==> src/rtl/tsh_pkg.sv <==
package tsh_pkg;
  // ----------------------------------------
  // timing
  // ----------------------------------------
  localparam int CLK_MHZ    = 200;
  localparam int T_IDLE_MS  = 100;
  localparam int T_START_MS = 160;
  localparam int T_WAKE_US  = 100;
  localparam int IDLE_CYC   = T_IDLE_MS * 1000 * CLK_MHZ;
  localparam int START_CYC  = T_START_MS * 1000 * CLK_MHZ;
  localparam int WAKE_CYC   = T_WAKE_US * CLK_MHZ;
  localparam int PWM_PRE    = 64;
  // ----------------------------------------
  // report layout and codes
  // ----------------------------------------
  localparam int         NKEY     = 11;
  localparam int         NIND     = 7;
  localparam int         BYTE_W   = 8;
  localparam logic [2:0] RPT_CNT  = 3'h0;
  localparam logic [2:0] RPT_DET0 = 3'h1;
  localparam logic [2:0] RPT_DETL = 3'h3;
  localparam logic [2:0] RPT_ERR0 = 3'h4;
  localparam logic [2:0] RPT_LAST = 3'h6;
  localparam logic [3:0] NBITS    = 4'h8;
  localparam logic [7:0] CNT_MAX  = 8'hFE;
  localparam logic [1:0] DET_IDLE = 2'h0;
  localparam logic [1:0] DET_TCH  = 2'h1;
  localparam logic [1:0] ERR_NONE = 2'h0;
  localparam logic [1:0] ERR_CHAN = 2'h2;
  localparam logic [1:0] CODE_OFF = 2'h3;
  localparam logic [1:0] CODE_RSV = 2'h0;
  localparam logic [3:0] LVL_MAX  = 4'h8;
  // ----------------------------------------
  // commands
  // ----------------------------------------
  localparam logic [7:0] CMD_STORE = 8'h0A;
  localparam logic [7:0] CMD_FULL  = 8'h36;
  localparam logic [7:0] CMD_CAL   = 8'h03;
  localparam logic [7:0] CMD_RESET = 8'h04;
  localparam logic [7:0] CMD_SLEEP = 8'h05;
  localparam logic [7:0] CMD_ALL   = 8'hC1;
  localparam logic [7:0] IDLE_CODE = 8'h55;
  // ----------------------------------------
  // synchroniser bit positions
  // ----------------------------------------
  localparam int SY_SCK  = 0;
  localparam int SY_SS   = 1;
  localparam int SY_MOSI = 2;
  localparam int SY_CHG  = 3;
  localparam int SY_RST  = 4;
  localparam int NSYNC   = 5;

  typedef enum logic [1:0] {
    ST_INIT  = 2'b00,
    ST_RUN   = 2'b01,
    ST_SLEEP = 2'b10,
    ST_WAKE  = 2'b11
  } tsh_state_e;

  typedef struct packed {
    logic [NKEY-1:0] det;
    logic [NKEY-1:0] err;
    logic [NKEY-1:0] en;
  } tsh_keys_s;

  typedef struct packed {
    logic fast_cfg;
    logic touch_mode;
    logic mode11;
    logic trig_sel;
    logic auto_recal;
    logic standalone;
  } tsh_cfg_s;
endpackage

==> src/rtl/tsh_fifo.sv <==
`timescale 1ns/1ps
`default_nettype none
module tsh_fifo #(
  parameter int W = 8,
  parameter int D = 4
) (
  // clock and reset
  input  wire logic         mclk,
  input  wire logic         rst,
  // fill side
  input  wire logic         in_valid,
  output logic              in_ready,
  input  wire logic [W-1:0] in_data,
  // drain side
  output logic              out_valid,
  input  wire logic         out_ready,
  output logic [W-1:0]      out_data
);
  localparam int AW = (D > 1) ? $clog2(D) : 1;
  localparam logic [AW:0] FULL = (AW+1)'(D);
  localparam logic [AW-1:0] LASTP = AW'(D - 1);

  typedef struct packed {
    logic [D-1:0][W-1:0] mem;
    logic [AW-1:0]       wp;
    logic [AW-1:0]       rp;
    logic [AW:0]         cnt;
  } tsh_fifo_s;

  tsh_fifo_s q, d;
  logic push, pop;

  // honest flags straight from the fill count
  assign in_ready  = (q.cnt != FULL);
  assign out_valid = (q.cnt != '0);
  assign out_data  = q.mem[q.rp];

  // ----------------------------------------
  // next state
  // ----------------------------------------
  always_comb begin
    d    = q;
    push = in_valid && in_ready;
    pop  = out_valid && out_ready;
    if (push) begin
      d.mem[q.wp] = in_data;
      d.wp = (q.wp == LASTP) ? '0 : q.wp + 1'b1;
    end
    if (pop) begin
      d.rp = (q.rp == LASTP) ? '0 : q.rp + 1'b1;
    end
    if (push && !pop) begin
      d.cnt = q.cnt + 1'b1;
    end else if (pop && !push) begin
      d.cnt = q.cnt - 1'b1;
    end
  end

  always_ff @(posedge mclk) begin
    if (rst) begin
      q <= '0;
    end else begin
      q <= d;
    end
  end
endmodule
`default_nettype wire

==> src/rtl/tsh_host_port.sv <==
`timescale 1ns/1ps
`default_nettype none
module tsh_host_port #(
  parameter int P_IDLE  = tsh_pkg::IDLE_CYC,
  parameter int P_START = tsh_pkg::START_CYC,
  parameter int P_WAKE  = tsh_pkg::WAKE_CYC,
  parameter int P_PRE   = tsh_pkg::PWM_PRE,
  parameter int FDEPTH  = 4
) (
  // clock and reset
  input  wire logic                      mclk,
  input  wire logic                      rst,
  // serial pins
  input  wire logic                      sck_i,
  input  wire logic                      ss_n_i,
  input  wire logic                      mosi_i,
  output logic                           miso_o,
  output logic                           miso_oe,
  // status-change line, open drain
  input  wire logic                      chg_i,
  output logic                           chg_o,
  output logic                           chg_oe,
  // hardware reset pin
  input  wire logic                      reset_n_i,
  // configuration and saved settings
  input  wire tsh_pkg::tsh_cfg_s         cfg,
  input  wire logic                      nv_valid,
  input  wire logic                      nv_fast,
  // key measurement
  input  wire tsh_pkg::tsh_keys_s        keys,
  input  wire logic                      key_stuck,
  output logic                           meas_en,
  output logic                           recal,
  // indicators, bit 0 is key_indicator_out_first
  input  wire logic [tsh_pkg::NIND-1:0][3:0] lvl_on,
  input  wire logic [tsh_pkg::NIND-1:0][3:0] lvl_off,
  output logic [tsh_pkg::NIND-1:0]       ind_o,
  output logic [tsh_pkg::NIND-1:0]       ind_oe,
  // status
  output logic                           fast_mode,
  output logic                           mode11,
  output logic                           trig_sel,
  output logic                           spi_ready,
  output logic                           nv_store,
  output logic                           overrun,
  output logic                           asleep
);
  localparam logic [31:0] IDLE_END  = 32'(P_IDLE - 1);
  localparam logic [31:0] START_END = 32'(P_START - 1);
  localparam logic [31:0] WAKE_END  = 32'(P_WAKE - 1);
  localparam logic [15:0] PRE_END   = 16'(P_PRE - 1);

  typedef struct packed {
    tsh_pkg::tsh_state_e        st;
    logic [tsh_pkg::NSYNC-1:0]  s1;
    logic [tsh_pkg::NSYNC-1:0]  s2;
    logic                       sck_p;
    logic                       ss_p;
    logic                       chg_p;
    logic                       fcfg_p;
    logic                       stuck_p;
    logic [7:0]                 sh;
    logic [3:0]                 nb;
    logic                       miso;
    logic                       moe;
    logic [2:0]                 idx;
    logic [7:0]                 rcnt;
    logic                       fast;
    logic [tsh_pkg::NKEY-1:0]   last;
    logic                       chg_oe;
    logic [31:0]                tmr;
    logic [31:0]                gap;
    logic [15:0]                pre;
    logic [2:0]                 pwm;
    logic [tsh_pkg::NIND-1:0]   ind;
    logic [tsh_pkg::NIND-1:0]   ind_oe;
    logic                       meas;
    logic                       recal;
    logic                       store;
    logic                       ovr;
    logic [7:0]                 rxb;
    logic                       rxv;
    logic                       m11;
    logic                       trig;
    logic                       slp;
  } tsh_port_s;

  tsh_port_s                q, d;
  logic                     done;
  logic                     cmd_v;
  logic                     f_ready;
  logic                     f_valid;
  logic [7:0]               cmd;
  logic [tsh_pkg::NKEY-1:0] kd;
  logic                     ss_fall;

  // ----------------------------------------
  // report byte builder
  // ----------------------------------------
  // detect and error bytes share one layout: four pairs, lowest key low
  function automatic logic [7:0] rpt_byte(input logic [2:0] i,
                                          input logic [7:0] c,
                                          input tsh_pkg::tsh_keys_s k);
    logic [7:0] b;
    logic       is_err;
    int         base;
    int         ch;
    b      = '0;
    is_err = (i >= tsh_pkg::RPT_ERR0);
    base   = is_err ? 4 * int'(i - tsh_pkg::RPT_ERR0)
                    : 4 * int'(i - tsh_pkg::RPT_DET0);
    if (i == tsh_pkg::RPT_CNT) begin
      b = c;
    end else begin
      for (int p = 0; p < 4; p++) begin
        ch = base + p;
        if (ch >= tsh_pkg::NKEY) begin
          b[2*p +: 2] = tsh_pkg::CODE_RSV;
        end else if (!k.en[ch]) begin
          b[2*p +: 2] = tsh_pkg::CODE_OFF;
        end else if (is_err) begin
          b[2*p +: 2] = k.err[ch] ? tsh_pkg::ERR_CHAN
                                  : tsh_pkg::ERR_NONE;
        end else begin
          b[2*p +: 2] = k.det[ch] ? tsh_pkg::DET_TCH
                                  : tsh_pkg::DET_IDLE;
        end
      end
    end
    return b;
  endfunction

  assign kd      = keys.det & keys.en;
  assign cmd_v   = f_valid && (q.st == tsh_pkg::ST_RUN);
  assign ss_fall = q.ss_p && !q.s2[tsh_pkg::SY_SS];

  // ----------------------------------------
  // received bytes queue up for the decoder
  // ----------------------------------------
  tsh_fifo #(
    .W (tsh_pkg::BYTE_W),
    .D (FDEPTH)
  ) u_rxq (
    .mclk      (mclk),
    .rst       (rst),
    .in_valid  (q.rxv),
    .in_ready  (f_ready),
    .in_data   (q.rxb),
    .out_valid (f_valid),
    .out_ready (q.st == tsh_pkg::ST_RUN),
    .out_data  (cmd)
  );

  // ----------------------------------------
  // next state
  // ----------------------------------------
  always_comb begin
    logic sck;
    logic ss_n;
    logic [tsh_pkg::NIND-1:0] lvl_hit;
    d       = q;
    done    = 1'b0;
    d.s1    = {reset_n_i, chg_i, mosi_i, ss_n_i, sck_i};
    d.s2    = q.s1;
    sck     = q.s2[tsh_pkg::SY_SCK];
    ss_n    = q.s2[tsh_pkg::SY_SS];
    d.sck_p = sck;
    d.ss_p  = ss_n;
    d.chg_p = q.s2[tsh_pkg::SY_CHG];
    d.fcfg_p  = cfg.fast_cfg;
    d.stuck_p = key_stuck;
    d.recal   = 1'b0;
    d.store   = 1'b0;
    d.rxv     = 1'b0;
    lvl_hit   = '0;
    unique case (q.st)
      tsh_pkg::ST_INIT: begin
        // silent until start-up completes, saved settings applied
        d.moe  = 1'b0;
        d.fast = nv_valid && nv_fast;
        d.idx  = tsh_pkg::RPT_CNT;
        d.rcnt = '0;
        d.ovr  = 1'b0;
        d.last = kd;
        d.tmr  = q.tmr + 32'h1;
        if (q.tmr == START_END) begin
          d.st  = tsh_pkg::ST_RUN;
          d.tmr = '0;
        end
      end
      tsh_pkg::ST_SLEEP: begin
        d.moe = 1'b0;
        if (ss_fall || (q.chg_p && !q.s2[tsh_pkg::SY_CHG])) begin
          d.st  = tsh_pkg::ST_WAKE;
          d.tmr = '0;
        end
      end
      tsh_pkg::ST_WAKE: begin
        // serial traffic is ignored while waking
        d.tmr = q.tmr + 32'h1;
        if (q.tmr == WAKE_END) begin
          d.st = tsh_pkg::ST_RUN;
        end
      end
      tsh_pkg::ST_RUN: begin
        if (cfg.fast_cfg && !q.fcfg_p) begin
          d.fast = 1'b1;
        end
        if (cfg.standalone) begin
          d.moe = 1'b0;
        end else if (ss_n) begin
          d.moe = 1'b0;
          if (q.gap != IDLE_END) begin
            d.gap = q.gap + 32'h1;
          end else begin
            d.idx = tsh_pkg::RPT_CNT;
          end
        end else begin
          d.gap = '0;
          if (ss_fall) begin
            // mode 3: first bit out as the frame opens
            d.sh   = q.fast ? rpt_byte(q.idx, q.rcnt, keys)
                            : tsh_pkg::IDLE_CODE;
            d.nb   = '0;
            d.miso = d.sh[7];
            d.moe  = 1'b1;
          end else if (sck && !q.sck_p && q.nb != tsh_pkg::NBITS) begin
            d.sh = {q.sh[6:0], q.s2[tsh_pkg::SY_MOSI]};
            d.nb = q.nb + 4'h1;
            done = (d.nb == tsh_pkg::NBITS);
          end else if (!sck && q.sck_p && q.nb != '0
                       && q.nb != tsh_pkg::NBITS) begin
            d.miso = q.sh[7];
          end
        end
        if (done) begin
          d.rxb = d.sh;
          d.rxv = 1'b1;
          if (q.fast) begin
            d.idx = (q.idx == tsh_pkg::RPT_LAST) ? tsh_pkg::RPT_CNT
                                                 : q.idx + 3'h1;
            if (q.idx == tsh_pkg::RPT_CNT) begin
              d.rcnt = (q.rcnt == tsh_pkg::CNT_MAX) ? '0
                                                    : q.rcnt + 8'h1;
            end
            if (q.idx == tsh_pkg::RPT_DETL) begin
              d.last = kd;
            end
          end
        end
        // decoder: fast mode knows two commands, no check byte
        if (cmd_v && q.fast) begin
          if (cmd == tsh_pkg::CMD_STORE) begin
            d.store = 1'b1;
          end else if (cmd == tsh_pkg::CMD_FULL) begin
            d.fast = 1'b0;
          end
        end else if (cmd_v) begin
          unique case (cmd)
            tsh_pkg::CMD_CAL:   d.recal = 1'b1;
            tsh_pkg::CMD_ALL:   d.last = kd;
            tsh_pkg::CMD_SLEEP: d.st = tsh_pkg::ST_SLEEP;
            tsh_pkg::CMD_RESET: begin
              d.st  = tsh_pkg::ST_INIT;
              d.tmr = '0;
            end
            default: ;
          endcase
        end
      end
    endcase
    // queue overflow set after the state logic so it beats the init clear
    if (q.rxv && !f_ready) begin
      d.ovr = 1'b1;
    end
    if (cfg.auto_recal && key_stuck && !q.stuck_p) begin
      d.recal = 1'b1;
    end
    // pin reset overrides every state and timer update and holds start-up open
    if (!q.s2[tsh_pkg::SY_RST]) begin
      d.st  = tsh_pkg::ST_INIT;
      d.tmr = '0;
    end
    // key mode; stand-alone forces seven keys
    d.m11  = cfg.mode11 && !cfg.standalone;
    d.trig = d.m11 && cfg.trig_sel;
    d.meas = (d.st == tsh_pkg::ST_RUN);
    d.slp  = (d.st == tsh_pkg::ST_SLEEP);
    // drop the data driver in the cycle the port leaves run, not one later
    d.moe  = d.moe && (d.st == tsh_pkg::ST_RUN);
    // change line recomputed from the updated snapshot so a release and a fresh change
    // in one cycle leave it released, the change taken into the new snapshot
    if (d.st == tsh_pkg::ST_SLEEP || d.st == tsh_pkg::ST_INIT) begin
      d.chg_oe = 1'b0;
    end else if (cfg.touch_mode) begin
      d.chg_oe = |kd;
    end else begin
      d.chg_oe = (kd != d.last);
    end
    // nine-level pwm: level 0 never high, level 8 always high
    d.pre = (q.pre == PRE_END) ? '0 : q.pre + 16'h1;
    if (q.pre == PRE_END) begin
      d.pwm = q.pwm + 3'h1;
    end
    for (int i = 0; i < tsh_pkg::NIND; i++) begin
      lvl_hit[i] = (keys.det[i] ? lvl_on[i] : lvl_off[i]) > {1'b0, q.pwm};
    end
    d.ind    = lvl_hit;
    d.ind_oe = (d.st == tsh_pkg::ST_RUN && !d.m11) ? '1 : '0;
  end

  // ----------------------------------------
  // state register
  // ----------------------------------------
  always_ff @(posedge mclk) begin
    if (rst) begin
      q      <= '0;
      q.s1   <= '1;
      q.s2   <= '1;
      q.sck_p <= 1'b1;
      q.ss_p <= 1'b1;
      q.chg_p <= 1'b1;
    end else begin
      q <= d;
    end
  end

  // outputs straight from the state register, except chg_o which is tied low
  assign miso_o    = q.miso;
  assign miso_oe   = q.moe;
  assign chg_o     = 1'b0;
  assign chg_oe    = q.chg_oe;
  assign meas_en   = q.meas;
  assign recal     = q.recal;
  assign ind_o     = q.ind;
  assign ind_oe    = q.ind_oe;
  assign fast_mode = q.fast;
  assign mode11    = q.m11;
  assign trig_sel  = q.trig;
  assign spi_ready = q.meas;
  assign nv_store  = q.store;
  assign overrun   = q.ovr;
  assign asleep    = q.slp;
endmodule
`default_nettype wire

==> config.mk <==
export PLATFORM = sky130hd
export DESIGN_NAME = tsh_host_port
export DESIGN_NICKNAME = d
export VERILOG_FILES = /design/src/rtl/tsh_pkg.sv /design/src/rtl/tsh_fifo.sv /design/src/rtl/tsh_host_port.sv
export SDC_FILE = /design/constraint.sdc
export NUM_CORES = 1
export LEC_CHECK = 0
export BUFFER_PORTS_ARGS = -buffer_cell sky130_fd_sc_hd__buf_2
export CORE_MARGIN = 2
export CORE_UTILIZATION = 59
export DETAILED_ROUTE_END_ITERATION = 12
export PLACE_DENSITY_LB_ADDON = 0.12
export SLEW_MARGIN = 20
export SYNTH_ARGS = -nofsm -noshare
export SYNTH_HDL_FRONTEND = slang
export SYNTH_SLANG_ARGS = --single-unit
==> constraint.sdc <==
create_clock -name mclk -period 3.8 [get_ports mclk]
set_input_delay 0.19 -clock mclk [delete_from_list [all_inputs] [get_ports mclk]]
set_output_delay 0.19 -clock mclk [all_outputs]
set_load 0.005 [all_outputs]
==> reports/results.txt <==
yosys synthesis warning count: 0
Worst setup SP type: flip-flop
WP data required: 4250 ps
initial DRC count: 614
Routed WL: 25780 um
Post-Synth Simple-Gate Area: 0.2577
Via density: 5.814
postcts setup bufs: 0
DIE AREA: 0.01920 mm^2
status: finished, final reports clean
Synth Area in Adders: 0.05107
met3 Use GR: 0.04282
initial antenna violation count: 0
post-synthesis sequential area ratio: 0.3767
Post-Synth XOR/XNOR Area: 0.07052
largest family of logic cells by synthesized area: simple AND/OR/NAND/NOR gates
RSZ-0062 raised after global routing: false
FF+latch count, synth: 201
Tmin final: 3499 ps
share of layout cells above drive strength 1: 0.1667
CP max FO: 10
ys flop type: dfxtp_1
I/O Pins: 132
routability cong.: 0.9262
Arr. time, crit path: 3950 ps
grt ovf: 0
Die X-Extent: 138.6 um
HPWL after DPL: 18080 um
later-pin clock latency in the skew report: 510 ps
FILL cells: 1475
port buffer count: 130
GR Layer Usage met2: 0.4333
antenna fix cells: 0
Rows: 49
Die H: 138.6 um
Distinct cells, synth: 73
max cap viols: 0
busiest grt layer: met2
final slew viol count: 0
HP Class: in2reg
slew at the pin closest to its max-slew limit: 1044 ps
Post-Synthesis Cells: 1280
final net count: 1548
VDD IR-drop max: 0.4871 mV
Core Region: 0.01784 mm^2
final hold violations: 0
total power per unit cell area: 375.1 mW/mm^2
Root Buffer: clkbuf_16
largest net degree at the start of global routing: 68
DR DRC count: 0
GRT Util Overall: 0.2647
Layout Area Growth over Synthesis: 16.13%
period utilization: 0.9208
Compound-Gate Fraction of Synth Area: 0.1325
H-tree depth: 1
global-route wire length before repair: 43550 um
vias in the first global route: 9136
crit path kind: reg2reg
Pleak: 4.835 nW
Avg Cell Area, Syn: 8.345 um^2
Num CTS Buffers: 23
CP Capture Type: flip-flop
setup TNS: 0 ps
Async SR Flop Fraction: 0
CTS Sinks: 201
M1 GR Usage: 0.3620
CTS max path bufs: 3
number of enable flip-flop cells after synthesis: 0
syn nets: 1428
drt pass-1 iters: 5
Layout Skew: 14.81 ps
CTS tree: yes
routed len/inst: 15.67 um
Initial Util: 0.5987
mux contribution to synthesized area: 0.06981
DP Cell Count: 1581
Reg clk slew, reported paths: 60 ps
via count: 9564
Rel. slew slack: 0.2996
# setup viols final: 0
post-route ant nets: 0
Mapped Area: 0.01068 mm^2
Layout Cells excl Fill: 1645
fmax: 285.8 MHz
[cell families after synthesis]
kind of cell	count (synthesis)
other	1
AO/OA/AOI/OAI	230
flip-flops	201
buffers and inverters	99
AND/OR/NAND/NOR	559
XOR/XNOR	86
multiplexers	61
adder cells (fa/ha/maj)	43
[metrics by stage]
stage | util | setup slack (ps) | instance area, um^2 | total power, mW | hold slack, ps
after global placement | 0.6386 | 386.8 | 11390 | 2.446 | 375.7
final | 0.6953 | 301.0 | 12400 | 4.653 | 4.308
after floorplan | - | 686.3 | 10680 | 2.356 | 274.2
after CTS | 0.6945 | 233.1 | 12390 | 4.686 | 1.301
after global routing | 0.6953 | 134.6 | 12400 | 4.806 | 19.37
after detailed placement | 0.6386 | 215.4 | 11390 | 2.450 | 383.8
[synthesized netlist by cell type, types with 3 or more instances]
library cell,number,area [um^2]
a211oi_1,14,105.1
a21boi_0,4,30.03
a21o_1,5,37.54
a21oi_1,100,500.5
a22oi_1,10,75.07
a31oi_1,3,18.77
and2_1,6,37.54
and3_1,20,125.1
and4_1,11,96.34
buf_1,3,11.26
buf_4,16,120.1
clkbuf_1,51,191.4
dfxtp_1,201,4024
ha_1,42,525.5
inv_1,26,97.59
mux2_2,19,214.0
mux2i_1,34,340.3
mux4_1,3,78.83
mux4_2,5,112.6
nand2_1,130,488.0
nand2b_1,11,68.82
nand3_1,79,395.4
nand3b_1,4,30.03
nand4_1,26,162.7
nand4b_1,4,35.03
nor2_1,169,634.4
nor2b_1,21,131.4
nor3_1,21,105.1
nor3b_1,4,30.03
nor4_1,8,50.05
nor4b_1,9,78.83
o2111ai_1,3,26.28
o211ai_1,3,22.52
o21a_1,9,67.56
o21ai_0,41,205.2
o22ai_1,11,68.82
or2_2,16,100.1
or3_1,9,56.30
xnor2_1,24,210.2
xor2_1,62,543.0
[power by group]
group	internal (mW)	switching, mW	total [mW]
registers	2.13	0.0157	2.15
logic	0.138	0.140	0.278
clock network	1.34	0.886	2.23
[registers in the layout (all words and copies together) (netlist names)]
signal	cells
asleep	1
chg_oe	1
d	8
fast_mode	1
ind_o	7
ind_oe	1
meas_en	1
miso_o	1
miso_oe	1
mode11	1
nv_store	1
overrun	1
q	135
recal	1
trig_sel	1
u_rxq.q	39
[worst max-delay path, stage by stage (launching register included)]
cell	delay [ps]
dfxtp_1	620
mux4_2	610
or4b_4	540
o41ai_4	460
nor4b_4	510
nand3_4	170
or3_1	380
a21oi_1	140
[per-layer routing]
metal	vias up	wire length [um]
met1	4457	11490
met2	321	11950
met3	52	1707
met5	-	0
li1	4734	-
met4	0	630
[final timing paths]
kind / startpoint / to / slack, ps / cells past startpoint
max reg2reg: u_rxq.q[4] / q[108] / 300 / 7
max: u_rxq.q[4] / q[108] / 300 / 7
min: lvl_off[15] / ind_o[3] / 4 / 3
min reg2reg: d[159] / d[153] / 400 / 1
[layout by cell type, fill, tap and decap left out, drive strengths merged, types with 26 or more instances in the layout]
master | synthesis | layout
dfxtp | 201 | 201
nor2 | 169 | 169
buf | 22 | 145
nand2 | 130 | 130
a21oi | 100 | 100
nand3 | 80 | 80
xor2 | 62 | 62
o21ai | 43 | 43
ha | 42 | 42
mux2i | 34 | 34
clkbuf | 51 | 29
inv | 26 | 27
nand4 | 26 | 26
[repair_timing]
| item | in CTS | in global routing |
|---|---|---|
| endpoints found under the hold margin | 17 | 0 |
| resized for setup | 0 | 1 |
| hold buffers | 23 | 0 |
| setup endpoints to repair | 0 | 1 |
[layout make-up]
cell class / count / area (um^2) / share of cell area
Inverter: 26 / 97.59 / 0.007868
Clock buffer: 29 / 648.1 / 0.05225
Clock inverter: 12 / 118.9 / 0.009582
Tap cell: 229 / 286.5 / 0.02310
Multi-Input combinational cell: 980 / 6233 / 0.5025
Timing Repair Buffer: 168 / 996.0 / 0.08029
Sequential cell: 201 / 4024 / 0.3244
Note: power is estimated with default switching activity, not from simulation.
